## config.mk

```make
export PLATFORM = sky130hd
export DESIGN_NAME = rrd_top
export DESIGN_NICKNAME = d
export VERILOG_FILES = /design/src/core/rrd_pkg.sv /design/src/core/rrd_op_if.sv /design/src/core/rrd_top.sv /design/src/core/rrd_rotator.sv /design/src/core/rrd_rounder.sv
export SDC_FILE = /design/constraint.sdc
export NUM_CORES = 1
export LEC_CHECK = 0
export BUFFER_PORTS_ARGS = -buffer_cell sky130_fd_sc_hd__clkbuf_2
export CAP_MARGIN = 20
export CORE_MARGIN = 2
export CORE_UTILIZATION = 35
export DETAILED_ROUTE_END_ITERATION = 8
export PLACE_DENSITY_LB_ADDON = 0.12
export SLEW_MARGIN = 20
export SYNTH_ARGS = -nofsm -noshare
export SYNTH_HDL_FRONTEND = slang
export SYNTH_HIERARCHICAL = 1
export SYNTH_SLANG_ARGS = --single-unit
```

## constraint.sdc

```tcl
create_clock -name sys_clk -period 13.5 [get_ports sys_clk]
set_input_delay 1.35 -clock sys_clk [delete_from_list [all_inputs] [get_ports sys_clk]]
set_output_delay 1.35 -clock sys_clk [all_outputs]
set_load 0.02 [all_outputs]
```

## src/core/rrd_pkg.sv

```systemverilog
// Purpose: Shared constants and types of the rotate and round datapath.
// Assumes: 40-bit accumulators, 16-bit auxiliary registers.
// Notes:   Register offsets are byte addresses on the AHB-Lite port.
// ==========================================================
// Package
package rrd_pkg;
  // Datapath widths.
  localparam int ACC_W    = 40;
  localparam int ACC_LO_W = 32;
  localparam int AUX_W    = 16;
  localparam int NARROW_W = 32;
  localparam int IDX_W    = 2;
  localparam int REP_W    = 8;
  localparam int ADDR_W   = 8;
  // Register offsets.
  localparam logic [7:0] OFF_CTRL  = 8'h00;
  localparam logic [7:0] OFF_FLAGS = 8'h04;
  localparam logic [7:0] OFF_CMD   = 8'h08;
  localparam logic [7:0] OFF_ACC   = 8'h10;
  localparam logic [7:0] ACC_STEP  = 8'h08;
  localparam logic [7:0] ACC_HI    = 8'h04;
  localparam logic [7:0] OFF_AUX   = 8'h30;
  localparam logic [7:0] AUX_STEP  = 8'h04;
  // Field positions.
  localparam int CTRL_WIDE = 0;
  localparam int CTRL_RDM  = 1;
  localparam int CTRL_SAT  = 2;
  localparam int CTRL_LEG  = 3;
  localparam int FLG_CARRY = 0;
  localparam int FLG_TC2   = 1;
  localparam int FLG_ACOV  = 4;
  localparam int FLG_BUSY  = 8;
  localparam int CMD_OP    = 0;
  localparam int CMD_SRC   = 2;
  localparam int CMD_DST   = 5;
  localparam int CMD_IN    = 8;
  localparam int CMD_OUT   = 9;
  localparam int CMD_OMIT  = 10;
  localparam int CMD_REP   = 16;
  // Rounding constant and saturation limits.
  localparam logic [39:0] RND_K   = 40'h0000008000;
  localparam logic [15:0] RND_TIE = 16'h8000;
  localparam logic [39:0] SAT_P40 = 40'h7fffffffff;
  localparam logic [39:0] SAT_N40 = 40'h8000000000;
  localparam logic [39:0] SAT_P32 = 40'h007fffffff;
  localparam logic [39:0] SAT_N32 = 40'hff80000000;
  // Operations and sequencer states.
  typedef enum logic [1:0] {OP_ROR, OP_ROL, OP_RND} rrd_op_t;
  typedef enum logic {ST_IDLE, ST_RUN} rrd_state_t;
endpackage

```

## src/core/rrd_op_if.sv

```systemverilog
// Purpose: Operand and result channel between sequencer and units.
// Assumes: Units are combinational and sample on the shared clock.
// Notes:   Clock and reset ride along for the unit checks.
`timescale 1ns/1ps
// ==========================================================
// Interface
interface rrd_op_if
  import rrd_pkg::*;
(
  input wire logic clk,
  input wire logic rst
);
  logic [ACC_W-1:0] rotSrc;
  logic             rotAccDst;
  logic             rotLeft;
  logic             wide;
  logic             inBit;
  logic [ACC_W-1:0] rotRes;
  logic             outBit;
  logic [ACC_W-1:0] rndSrc;
  logic             round_mode_bit;
  logic             sat;
  logic             legacy;
  logic [ACC_W-1:0] rndRes;
  logic             rndOvf;
  modport ctl (input clk, rst, rotRes, outBit, rndRes, rndOvf,
               output rotSrc, rotAccDst, rotLeft, wide, inBit,
               rndSrc, round_mode_bit, sat, legacy);
  modport rot (input clk, rst, rotSrc, rotAccDst, rotLeft, wide,
               inBit, output rotRes, outBit);
  modport rnd (input clk, rst, rndSrc, wide, round_mode_bit, sat, legacy,
               output rndRes, rndOvf);
endinterface

```

## src/core/rrd_top.sv

```systemverilog
// Purpose: Rotate and round datapath slice behind an AHB-Lite port.
// Assumes: Single-word transfers on sys_clk; the slave never waits.
// Notes:   One operation step per clock; repeats run back to back.
//
// How it works
// - Rotate right shifts toward bit 0; new bit on top, bit 0 out.
// - Test flag 2 or carry chosen freely as input and output bit.
// - 16-bit source into accumulator is zero-extended to 40 bits.
// - Accumulator right rotate is 40-bit; input position per wide mode.
// - Register destination uses low 16 bits; in at 15, out at 0.
// - Narrow right rotate inserts at bit 31, bit 0 goes out.
// - Narrow left rotate takes bit 31 out, inserts at bit 0.
// - Narrow accumulator rotate clears guard bits 39 to 32.
// - Rotates change only carry and test flag 2.
// - Each rotate step finishes in a single cycle.
// - Rotates repeat correctly, one step per repetition.
// - Rounding adds 8000h and clears the low 16 result bits.
// - Overflow at bit 31 in narrow mode sets the overflow flag.
// - Overflow saturates only when saturation is enabled.
// - Legacy mode keeps the low bits uncleared.
// - Rounding changes only the destination overflow flag.
`timescale 1ns/1ps
// ==========================================================
// Top
module rrd_top
  import rrd_pkg::*;
#(
  parameter int NUM_ACC = 4,
  parameter int NUM_AUX = 4
)(
  // Clock and reset.
  input  wire logic        sys_clk,
  input  wire logic        sys_rst,
  // AHB-Lite slave.
  input  wire logic        hsel,
  input  wire logic [31:0] haddr,
  input  wire logic [1:0]  htrans,
  input  wire logic        hwrite,
  input  wire logic [2:0]  hsize,
  input  wire logic [31:0] hwdata,
  input  wire logic        hready,
  output logic      [31:0] hrdata,
  output logic             hreadyout,
  output logic             hresp
);
  initial
  begin
    if (NUM_ACC < 1 || NUM_ACC > 4 || NUM_AUX < 1 || NUM_AUX > 4)
      $error("rrd_top: register counts must be 1 to 4");
  end

  // ==========================================================
  // Bus state
  logic              take;
  logic              mapped;
  logic              wrPend_r;
  logic              wrPend_nxt;
  logic [ADDR_W-1:0] wrAddr_r;
  logic [ADDR_W-1:0] wrAddr_nxt;
  logic [31:0]       rdData_r;
  logic [31:0]       rdData_nxt;
  logic [31:0]       rdVal;

  // ==========================================================
  // Datapath state
  rrd_state_t        state_r;
  rrd_state_t        state_nxt;
  logic [REP_W-1:0]  cnt_r;
  logic [REP_W-1:0]  cnt_nxt;
  logic [31:0]       cmd_r;
  logic [31:0]       cmd_nxt;
  logic [ACC_W-1:0]  acc_r   [NUM_ACC];
  logic [ACC_W-1:0]  acc_nxt [NUM_ACC];
  logic [AUX_W-1:0]  aux_r   [NUM_AUX];
  logic [AUX_W-1:0]  aux_nxt [NUM_AUX];
  logic [NUM_ACC-1:0] acov_r;
  logic [NUM_ACC-1:0] acov_nxt;
  logic              wide_r;
  logic              wide_nxt;
  logic              rdm_r;
  logic              rdm_nxt;
  logic              sat_r;
  logic              sat_nxt;
  logic              leg_r;
  logic              leg_nxt;
  logic              carry_r;
  logic              carry_nxt;
  logic              tc2_r;
  logic              tc2_nxt;

  // Command fields.
  logic [1:0]        opField;
  logic              isRound;
  logic              isRot;
  logic              srcAux;
  logic              dstAux;
  logic [IDX_W-1:0]  srcIdx;
  logic [IDX_W-1:0]  dstIdx;
  logic [IDX_W-1:0]  rndIdx;
  logic              run;
  logic [ACC_W-1:0]  srcVal;

  rrd_op_if opIf (.clk(sys_clk), .rst(sys_rst));

  rrd_rotator u_rot (.op(opIf.rot));
  rrd_rounder u_rnd (.op(opIf.rnd));

  // ==========================================================
  // Bus port
  // The slave never stretches a transfer and always answers OKAY.
  assign hreadyout = 1'b1;
  assign hresp     = 1'b0;
  assign hrdata    = rdData_r;
  assign take      = hsel && htrans[1] && hready;
  assign mapped    = haddr[31:ADDR_W] == '0;

  // Read mux over the current register contents.
  always_comb
  begin
    rdVal = '0;
    if (haddr[ADDR_W-1:0] == OFF_CTRL)
    begin
      rdVal[CTRL_WIDE] = wide_r;
      rdVal[CTRL_RDM]  = rdm_r;
      rdVal[CTRL_SAT]  = sat_r;
      rdVal[CTRL_LEG]  = leg_r;
    end
    if (haddr[ADDR_W-1:0] == OFF_FLAGS)
    begin
      rdVal[FLG_CARRY] = carry_r;
      rdVal[FLG_TC2]   = tc2_r;
      rdVal[FLG_ACOV +: NUM_ACC] = acov_r;
      rdVal[FLG_BUSY]  = run;
    end
    if (haddr[ADDR_W-1:0] == OFF_CMD)
    begin
      rdVal = cmd_r;
      rdVal[CMD_REP +: REP_W] = cnt_r;
    end
    for (int i = 0; i < NUM_ACC; i++)
    begin
      if (haddr[ADDR_W-1:0] == 8'(OFF_ACC + i * ACC_STEP))
        rdVal = acc_r[i][ACC_LO_W-1:0];
      if (haddr[ADDR_W-1:0] == 8'(OFF_ACC + i * ACC_STEP + ACC_HI))
        rdVal = 32'(acc_r[i][ACC_W-1:ACC_LO_W]);
    end
    for (int j = 0; j < NUM_AUX; j++)
    begin
      if (haddr[ADDR_W-1:0] == 8'(OFF_AUX + j * AUX_STEP))
        rdVal = 32'(aux_r[j]);
    end
  end

  // Address phase capture; unmapped reads return zero.
  always_comb
  begin
    wrPend_nxt = take && hwrite && mapped;
    wrAddr_nxt = wrAddr_r;
    rdData_nxt = rdData_r;
    if (take)
      wrAddr_nxt = haddr[ADDR_W-1:0];
    if (take && !hwrite)
      rdData_nxt = mapped ? rdVal : '0;
  end

  always_ff @(posedge sys_clk or posedge sys_rst)
  begin
    if (sys_rst)
    begin
      wrPend_r <= 1'b0;
      wrAddr_r <= '0;
      rdData_r <= '0;
    end
    else
    begin
      wrPend_r <= wrPend_nxt;
      wrAddr_r <= wrAddr_nxt;
      rdData_r <= rdData_nxt;
    end
  end

  // ==========================================================
  // Operand selection
  assign opField = cmd_r[CMD_OP +: 2];
  assign isRound = opField == OP_RND;
  assign isRot   = opField == OP_ROR || opField == OP_ROL;
  assign srcAux  = cmd_r[CMD_SRC + IDX_W];
  assign dstAux  = cmd_r[CMD_DST + IDX_W];
  assign srcIdx  = cmd_r[CMD_SRC +: IDX_W];
  assign dstIdx  = cmd_r[CMD_DST +: IDX_W];
  assign run     = state_r == ST_RUN;
  // A missing source makes the destination its own operand.
  assign rndIdx  = cmd_r[CMD_OMIT] ? dstIdx : srcIdx;

  // Fetch the source; register values are zero-extended.
  always_comb
  begin
    srcVal = '0;
    if (srcAux && int'(srcIdx) < NUM_AUX)
      srcVal = ACC_W'(aux_r[srcIdx]);
    else if (!srcAux && int'(srcIdx) < NUM_ACC)
      srcVal = acc_r[srcIdx];
  end

  assign opIf.rotSrc    = srcVal;
  assign opIf.rotAccDst = !dstAux;
  assign opIf.rotLeft   = opField == OP_ROL;
  assign opIf.wide      = wide_r;
  // Either flag may feed the incoming bit.
  assign opIf.inBit     = cmd_r[CMD_IN] ? carry_r : tc2_r;
  assign opIf.rndSrc    = int'(rndIdx) < NUM_ACC ? acc_r[rndIdx] : '0;
  assign opIf.round_mode_bit       = rdm_r;
  assign opIf.sat       = sat_r;
  assign opIf.legacy    = leg_r;

  // ==========================================================
  // Sequencer and register file
  // Writes are refused while an operation runs, so software
  // cannot race the datapath on any flag or operand.
  always_comb
  begin
    state_nxt = state_r;
    cnt_nxt   = cnt_r;
    cmd_nxt   = cmd_r;
    acc_nxt   = acc_r;
    aux_nxt   = aux_r;
    acov_nxt  = acov_r;
    wide_nxt  = wide_r;
    rdm_nxt   = rdm_r;
    sat_nxt   = sat_r;
    leg_nxt   = leg_r;
    carry_nxt = carry_r;
    tc2_nxt   = tc2_r;
    if (wrPend_r && !run)
    begin
      if (wrAddr_r == OFF_CTRL)
      begin
        wide_nxt = hwdata[CTRL_WIDE];
        rdm_nxt  = hwdata[CTRL_RDM];
        sat_nxt  = hwdata[CTRL_SAT];
        leg_nxt  = hwdata[CTRL_LEG];
      end
      if (wrAddr_r == OFF_FLAGS)
      begin
        carry_nxt = hwdata[FLG_CARRY];
        tc2_nxt   = hwdata[FLG_TC2];
        acov_nxt  = hwdata[FLG_ACOV +: NUM_ACC];
      end
      if (wrAddr_r == OFF_CMD)
      begin
        cmd_nxt   = hwdata;
        cnt_nxt   = hwdata[CMD_REP +: REP_W];
        state_nxt = ST_RUN;
      end
      for (int i = 0; i < NUM_ACC; i++)
      begin
        if (wrAddr_r == 8'(OFF_ACC + i * ACC_STEP))
          acc_nxt[i][ACC_LO_W-1:0] = hwdata;
        if (wrAddr_r == 8'(OFF_ACC + i * ACC_STEP + ACC_HI))
          acc_nxt[i][ACC_W-1:ACC_LO_W] = hwdata[ACC_W-ACC_LO_W-1:0];
      end
      for (int j = 0; j < NUM_AUX; j++)
      begin
        if (wrAddr_r == 8'(OFF_AUX + j * AUX_STEP))
          aux_nxt[j] = hwdata[AUX_W-1:0];
      end
    end
    if (run)
    begin
      if (isRound && int'(dstIdx) < NUM_ACC)
      begin
        acc_nxt[dstIdx] = opIf.rndRes;
        if (opIf.rndOvf)
          acov_nxt[dstIdx] = 1'b1;
      end
      if (isRot)
      begin
        if (dstAux && int'(dstIdx) < NUM_AUX)
          aux_nxt[dstIdx] = opIf.rotRes[AUX_W-1:0];
        if (!dstAux && int'(dstIdx) < NUM_ACC)
          acc_nxt[dstIdx] = opIf.rotRes;
        if (cmd_r[CMD_OUT])
          carry_nxt = opIf.outBit;
        else
          tc2_nxt = opIf.outBit;
      end
      // Rounding is never repeated; rotates take one step more than the count.
      if (!isRot || cnt_r == '0)
        state_nxt = ST_IDLE;
      else
        cnt_nxt = cnt_r - 1'b1;
    end
  end

  always_ff @(posedge sys_clk or posedge sys_rst)
  begin
    if (sys_rst)
    begin
      state_r <= ST_IDLE;
      cnt_r   <= '0;
      cmd_r   <= '0;
      acc_r   <= '{default: '0};
      aux_r   <= '{default: '0};
      acov_r  <= '0;
      wide_r  <= 1'b0;
      rdm_r   <= 1'b0;
      sat_r   <= 1'b0;
      leg_r   <= 1'b0;
      carry_r <= 1'b0;
      tc2_r   <= 1'b0;
    end
    else
    begin
      state_r <= state_nxt;
      cnt_r   <= cnt_nxt;
      cmd_r   <= cmd_nxt;
      acc_r   <= acc_nxt;
      aux_r   <= aux_nxt;
      acov_r  <= acov_nxt;
      wide_r  <= wide_nxt;
      rdm_r   <= rdm_nxt;
      sat_r   <= sat_nxt;
      leg_r   <= leg_nxt;
      carry_r <= carry_nxt;
      tc2_r   <= tc2_nxt;
    end
  end
endmodule

```

## src/core/rrd_rotator.sv

```systemverilog
// Purpose: One-bit rotate through a flag, accumulator or 16-bit path.
// Assumes: Source already zero-extended by the sequencer.
// Notes:   Purely combinational; guard bits cleared in narrow mode.
`timescale 1ns/1ps
// ==========================================================
// Rotator
module rrd_rotator
  import rrd_pkg::*;
(
  // Operand channel.
  rrd_op_if.rot op
);
  // Pick the data width from destination and wide mode.
  always_comb
  begin
    op.rotRes = '0;
    op.outBit = 1'b0;
    if (!op.rotAccDst)
    begin
      if (op.rotLeft)
      begin
        op.rotRes[AUX_W-1:0] = {op.rotSrc[AUX_W-2:0], op.inBit};
        op.outBit = op.rotSrc[AUX_W-1];
      end
      else
      begin
        op.rotRes[AUX_W-1:0] = {op.inBit, op.rotSrc[AUX_W-1:1]};
        op.outBit = op.rotSrc[0];
      end
    end
    else if (op.wide)
    begin
      if (op.rotLeft)
      begin
        op.rotRes = {op.rotSrc[ACC_W-2:0], op.inBit};
        op.outBit = op.rotSrc[ACC_W-1];
      end
      else
      begin
        op.rotRes = {op.inBit, op.rotSrc[ACC_W-1:1]};
        op.outBit = op.rotSrc[0];
      end
    end
    else
    begin
      // Upper bits stay zero, which clears the guard byte.
      if (op.rotLeft)
      begin
        op.rotRes[NARROW_W-1:0] = {op.rotSrc[NARROW_W-2:0], op.inBit};
        op.outBit = op.rotSrc[NARROW_W-1];
      end
      else
      begin
        op.rotRes[NARROW_W-1:0] = {op.inBit, op.rotSrc[NARROW_W-1:1]};
        op.outBit = op.rotSrc[0];
      end
    end
  end
endmodule

```

## src/core/rrd_rounder.sv

```systemverilog
// Purpose: Accumulator rounding with overflow detect and saturation.
// Assumes: Source is a 40-bit accumulator value.
// Notes:   Round-to-even on ties when round mode is set.
`timescale 1ns/1ps
// ==========================================================
// Rounder
module rrd_rounder
  import rrd_pkg::*;
(
  // Operand channel.
  rrd_op_if.rnd op
);
  logic [ACC_W-1:0] sum;

  // Add the constant, fix ties, detect overflow, then saturate.
  always_comb
  begin
    sum = op.rndSrc + RND_K;
    if (op.round_mode_bit && op.rndSrc[AUX_W-1:0] == RND_TIE)
      sum[AUX_W] = 1'b0;
    if (op.wide)
      op.rndOvf = !op.rndSrc[ACC_W-1] && sum[ACC_W-1];
    else
      op.rndOvf = sum[ACC_W-1:NARROW_W-1] != '0
               && sum[ACC_W-1:NARROW_W-1] != '1;
    op.rndRes = sum;
    if (!op.legacy)
      op.rndRes[AUX_W-1:0] = '0;
    if (op.rndOvf && op.sat)
    begin
      if (op.wide)
        op.rndRes = op.rndSrc[ACC_W-1] ? SAT_N40 : SAT_P40;
      else
        op.rndRes = op.rndSrc[ACC_W-1] ? SAT_N32 : SAT_P32;
    end
  end
endmodule

```

==> results.sh <==
export IMPL_async_reset_ff_share_pct=100
export IMPL_maxCapViolCount=0
export IMPL_clock_sinks=308
export IMPL_synthMuxAreaShare_pct=23.8
export IMPL_r2r_end="acc_r[57]$_DFF_PP0_"
export IMPL_ys_warnings_count=6
export IMPL_worst_r2r_cell_count=15
export IMPL_combinational_family_with_the_most_area_after_synthesis="multiplexers"
export IMPL_seq_area_frac_synth_pct=35.6
export IMPL_place_detailed_hpwl_um=63100
export IMPL_timing_max_transition_violations_final=0
export IMPL_static_leakage_power_nw=9.67
export IMPL_post_synth_most_frequent_cells="sky130_fd_sc_hd__nand2_1 (401), sky130_fd_sc_hd__dfrtp_1 (308), sky130_fd_sc_hd__mux2i_1 (205)"
export IMPL_endpoint_kind="flip-flop"
export IMPL_critical_path_class="flip-flop to flip-flop"
export IMPL_rsz0062_at_grt="no"
export IMPL_synthAdderAreaFrac_pct=0.231
export IMPL_ctsRootBufferMaster="sky130_fd_sc_hd__clkbuf_16"
export IMPL_clock_latency_ns=0.58
export IMPL_synth_edf_count=0
export IMPL_grt_max_degree=158
export IMPL_synth_compound_area_share_pct=18.8
export IMPL_final_period_utilization_pct=47.8
export IMPL_rrSetupSlack_ns=7.04
export IMPL_synthesis_area_per_instance_um2=9.49
export IMPL_cts_bufs_inserted=41
export IMPL_flip_flop_and_latch_count_after_synthesis=308
export IMPL_drt_pass1_iterations=8
export IMPL_floorplan_rows=91
export IMPL_post_synth_top_area_cell="sky130_fd_sc_hd__dfrtp_1"
export IMPL_r2r_start="cmd_r[10]$_DFFE_PP0P_"
export IMPL_drt_total_wl_um=99000
export IMPL_yosys_area_share_simple_pct=15.7
export IMPL_area_growth_pct=11.0
export IMPL_clock_tree_from_tritoncts="done"
export IMPL_wl_per_cell_um=32.1
export IMPL_worstMarginPinSlew_ns=1.43
export IMPL_antenna_found_initial=2
export IMPL_synth_net_count=2361
export IMPL_synthesis_instances=2283
export IMPL_final_critical_path_setup_slack_ns=7.04
export IMPL_critPathRequiredTime_ns=13.98
export IMPL_cts_buffer_depth=3
export IMPL_drive_gt1_share_pct=19.4
export IMPL_synthesis_area_um2=21700
export IMPL_gp_routability_congestion=0.939
export IMPL_worst_hold_path_type="flip-flop to flip-flop"
export IMPL_setup_viol=0
export IMPL_io_pins=108
export IMPL_dieArea_um2=63900
export IMPL_crit_start="cmd_r[10]$_DFFE_PP0P_"
export IMPL_initial_core_util_pct=35.3
export IMPL_clock_skew_final_ns=0.0318
export IMPL_total_power_per_unit_cell_area_nw_per_um2=94.5
export IMPL_globalRouteTotalUtil_pct=30.7
export IMPL_number_of_nets_with_antenna_violations_after_detailed_routing=0
export IMPL_chipWidth_um=253
export IMPL_share_of_yosys_cell_area_claimed_by_the_top_area_cell_type_pct=35.6
export IMPL_yosys_cell_count_top_type="sky130_fd_sc_hd__nand2_1"
export IMPL_cts_htree_levels=2
export IMPL_critPathMaxFanout=27
export IMPL_post_synth_num_cell_types=88
export IMPL_synthTopCellsByArea="sky130_fd_sc_hd__dfrtp_1 (36%), sky130_fd_sc_hd__mux4_2 (10%), sky130_fd_sc_hd__mux2i_1 (9.5%)"
export IMPL_route_detailed_vias_per_inst=6.69
export IMPL_dpl_ws_ns=7.11
export IMPL_floorplan_die_height_um=253
export IMPL_tns_ns=0
export IMPL_outcome="completed"
export IMPL_crit_end="acc_r[57]$_DFF_PP0_"
export IMPL_holdBufCountCts=0
export IMPL_grt_first_pass_wirelength_um=144000
export IMPL_drc_errors=0
export IMPL_worst_endpoint_arrival_ns=6.94
export IMPL_max_freq_mhz=155
export IMPL_via_count=20600
export IMPL_finalHoldViolations=0
export IMPL_core_area_um2=61500
export IMPL_synth_xor_area_share_pct=0.889
export IMPL_cts_setup_buffers=0
export IMPL_worst_vdd_ir_mv=0.0941
export IMPL_dominantRegCellSynth="sky130_fd_sc_hd__dfrtp_1"
export IMPL_fin_nets=2337
export IMPL_relSlewSlack_pct=4.52
export IMPL_drt_initial_drc_count=2606
export IMPL_overflow=0
export IMPL_clkSlewWorstSetupHoldPaths_ns=0.06
export IMPL_grt_pass1_vias=20500
export IMPL_post_cts_resize_count=0
export IMPL_startpoint_type="flip-flop"
export IMPL_fin_crit_ns=6.46
export IMPL_numPortBuffers=101
==> state kept, by name, indices dropped and copies added, names as in the netlist <==
signal               count
acc_r                  160
acov_r                   4
aux_r                   64
carry_r                  1
cmd_r                   24
cnt_r                    8
hrdata                  32
leg_r                    1
opIf.round_mode_bit      1
opIf.sat                 1
opIf.wide                1
run                      1
tc2_r                    1
wrAddr_r                 8
wrPend_r                 1
==> cell families (layout without fill, tap and decap cells) <==
kind of cell    Yosys count  in the layout
compound gates          590            590
mux                     378            378
other cells               2              3
xor+xnor                 22             22
simple gates            738            738
buf+inv                 241            247
fa+ha+maj                 4              4
flops                   308            308
==> how the worst min path moves through the flow <==
stage | from | to | cells past startpoint
CTS | hrdata[10]$_DFFE_PP0P_ | hrdata[10]$_DFFE_PP0P_ | 2
global route | hrdata[11]$_DFFE_PP0P_ | hrdata[11]$_DFFE_PP0P_ | 1
global placement | hrdata[10]$_DFFE_PP0P_ | hrdata[10]$_DFFE_PP0P_ | 2
floorplan | cmd_r[15]$_DFFE_PP0P_ | cmd_r[15]$_DFFE_PP0P_ | 1
detailed placement | hrdata[10]$_DFFE_PP0P_ | hrdata[10]$_DFFE_PP0P_ | 2
finish | hrdata[10]$_DFFE_PP0P_ | hrdata[10]$_DFFE_PP0P_ | 2
==> cell type report <==
cell class                      count  area, um2
Timing Repair Buffer              157        938
Antenna cell                        1       2.50
Clock inverter                     15        164
Fill cell                        6160      37400
Tap cell                          790        988
Inverter                           17       71.3
Sequential cell                   308       7720
Clock buffer                       58       1160
Multi-Input combinational cell   1734      13000
==> layer usage <==
metal	global-route usage [%]	vias up	wire length [um]
met4	13.8	2	4450
met3	6.46	259	8870
met5	0	-	18
met2	47.7	1252	45100
met1	41.0	10400	40500
li1	-	8651	-
==> per-stage QoR <==
step | util, % | instances | total power (W) | instance area, um2 | hold WS [ns]
6_report | 39.1 | 3080 | 0.00228 | 24100 | 0.474
5_1_grt | 39.1 | 3080 | 0.00234 | 24100 | 0.508
4_1_cts | 39.1 | 3079 | 0.00229 | 24100 | 0.482
3_5_place_dp | 37.0 | 3006 | 0.00117 | 22700 | 0.468
3_3_place_gp | 37.0 | 3006 | 0.00117 | 22700 | 0.465
2_1_floorplan | - | 2283 | 0.00109 | 21700 | 0.464
==> cell usage in the layout, fill, tap and decap left out, drive strengths merged, types with 12 or more instances in the layout <==
cell type	count
xor2	12
dfrtp	308
and3	24
nand3	56
o21ai	121
o22ai	184
nor3	19
mux2	76
a32oi	109
nand2	403
buf	56
nor2b	51
nor4	14
mux4	97
mux2i	205
a222oi	16
nor2	105
inv	19
clkbuf	159
a21oi	44
a22oi	25
and2	12
==> critical path, stage by stage (launching register included) <==
cell and delay [ns]:
sky130_fd_sc_hd__dfrtp_1 0.53, sky130_fd_sc_hd__mux2i_4 0.83, sky130_fd_sc_hd__buf_4 0.70, sky130_fd_sc_hd__mux4_2 0.51, sky130_fd_sc_hd__nand4_1 0.18, sky130_fd_sc_hd__nor4_2 0.43, sky130_fd_sc_hd__nand3_1 0.22, sky130_fd_sc_hd__nor2_1 0.18
sky130_fd_sc_hd__ha_1 0.28, sky130_fd_sc_hd__nor4_1 0.28, sky130_fd_sc_hd__o2111ai_1 0.26, sky130_fd_sc_hd__o2111ai_4 0.43, sky130_fd_sc_hd__buf_4 0.58, sky130_fd_sc_hd__mux2i_1 0.48, sky130_fd_sc_hd__o22ai_1 0.17, sky130_fd_sc_hd__a32oi_1 0.20
==> report_power, final <==
| part | switching [W] | total, W | internal, W | leakage (nW) |
|---|---|---|---|---|
| combinational | 0.000149 | 0.000212 | 0.0000630 | 6.00 |
| clock | 0.000463 | 0.00112 | 0.000656 | 0.655 |
| sequential | 0.0000123 | 0.000945 | 0.000932 | 3.01 |
| total | 0.000624 | 0.00228 | 0.00165 | 9.67 |
No activity file was read; power rests on OpenSTA's default activity.
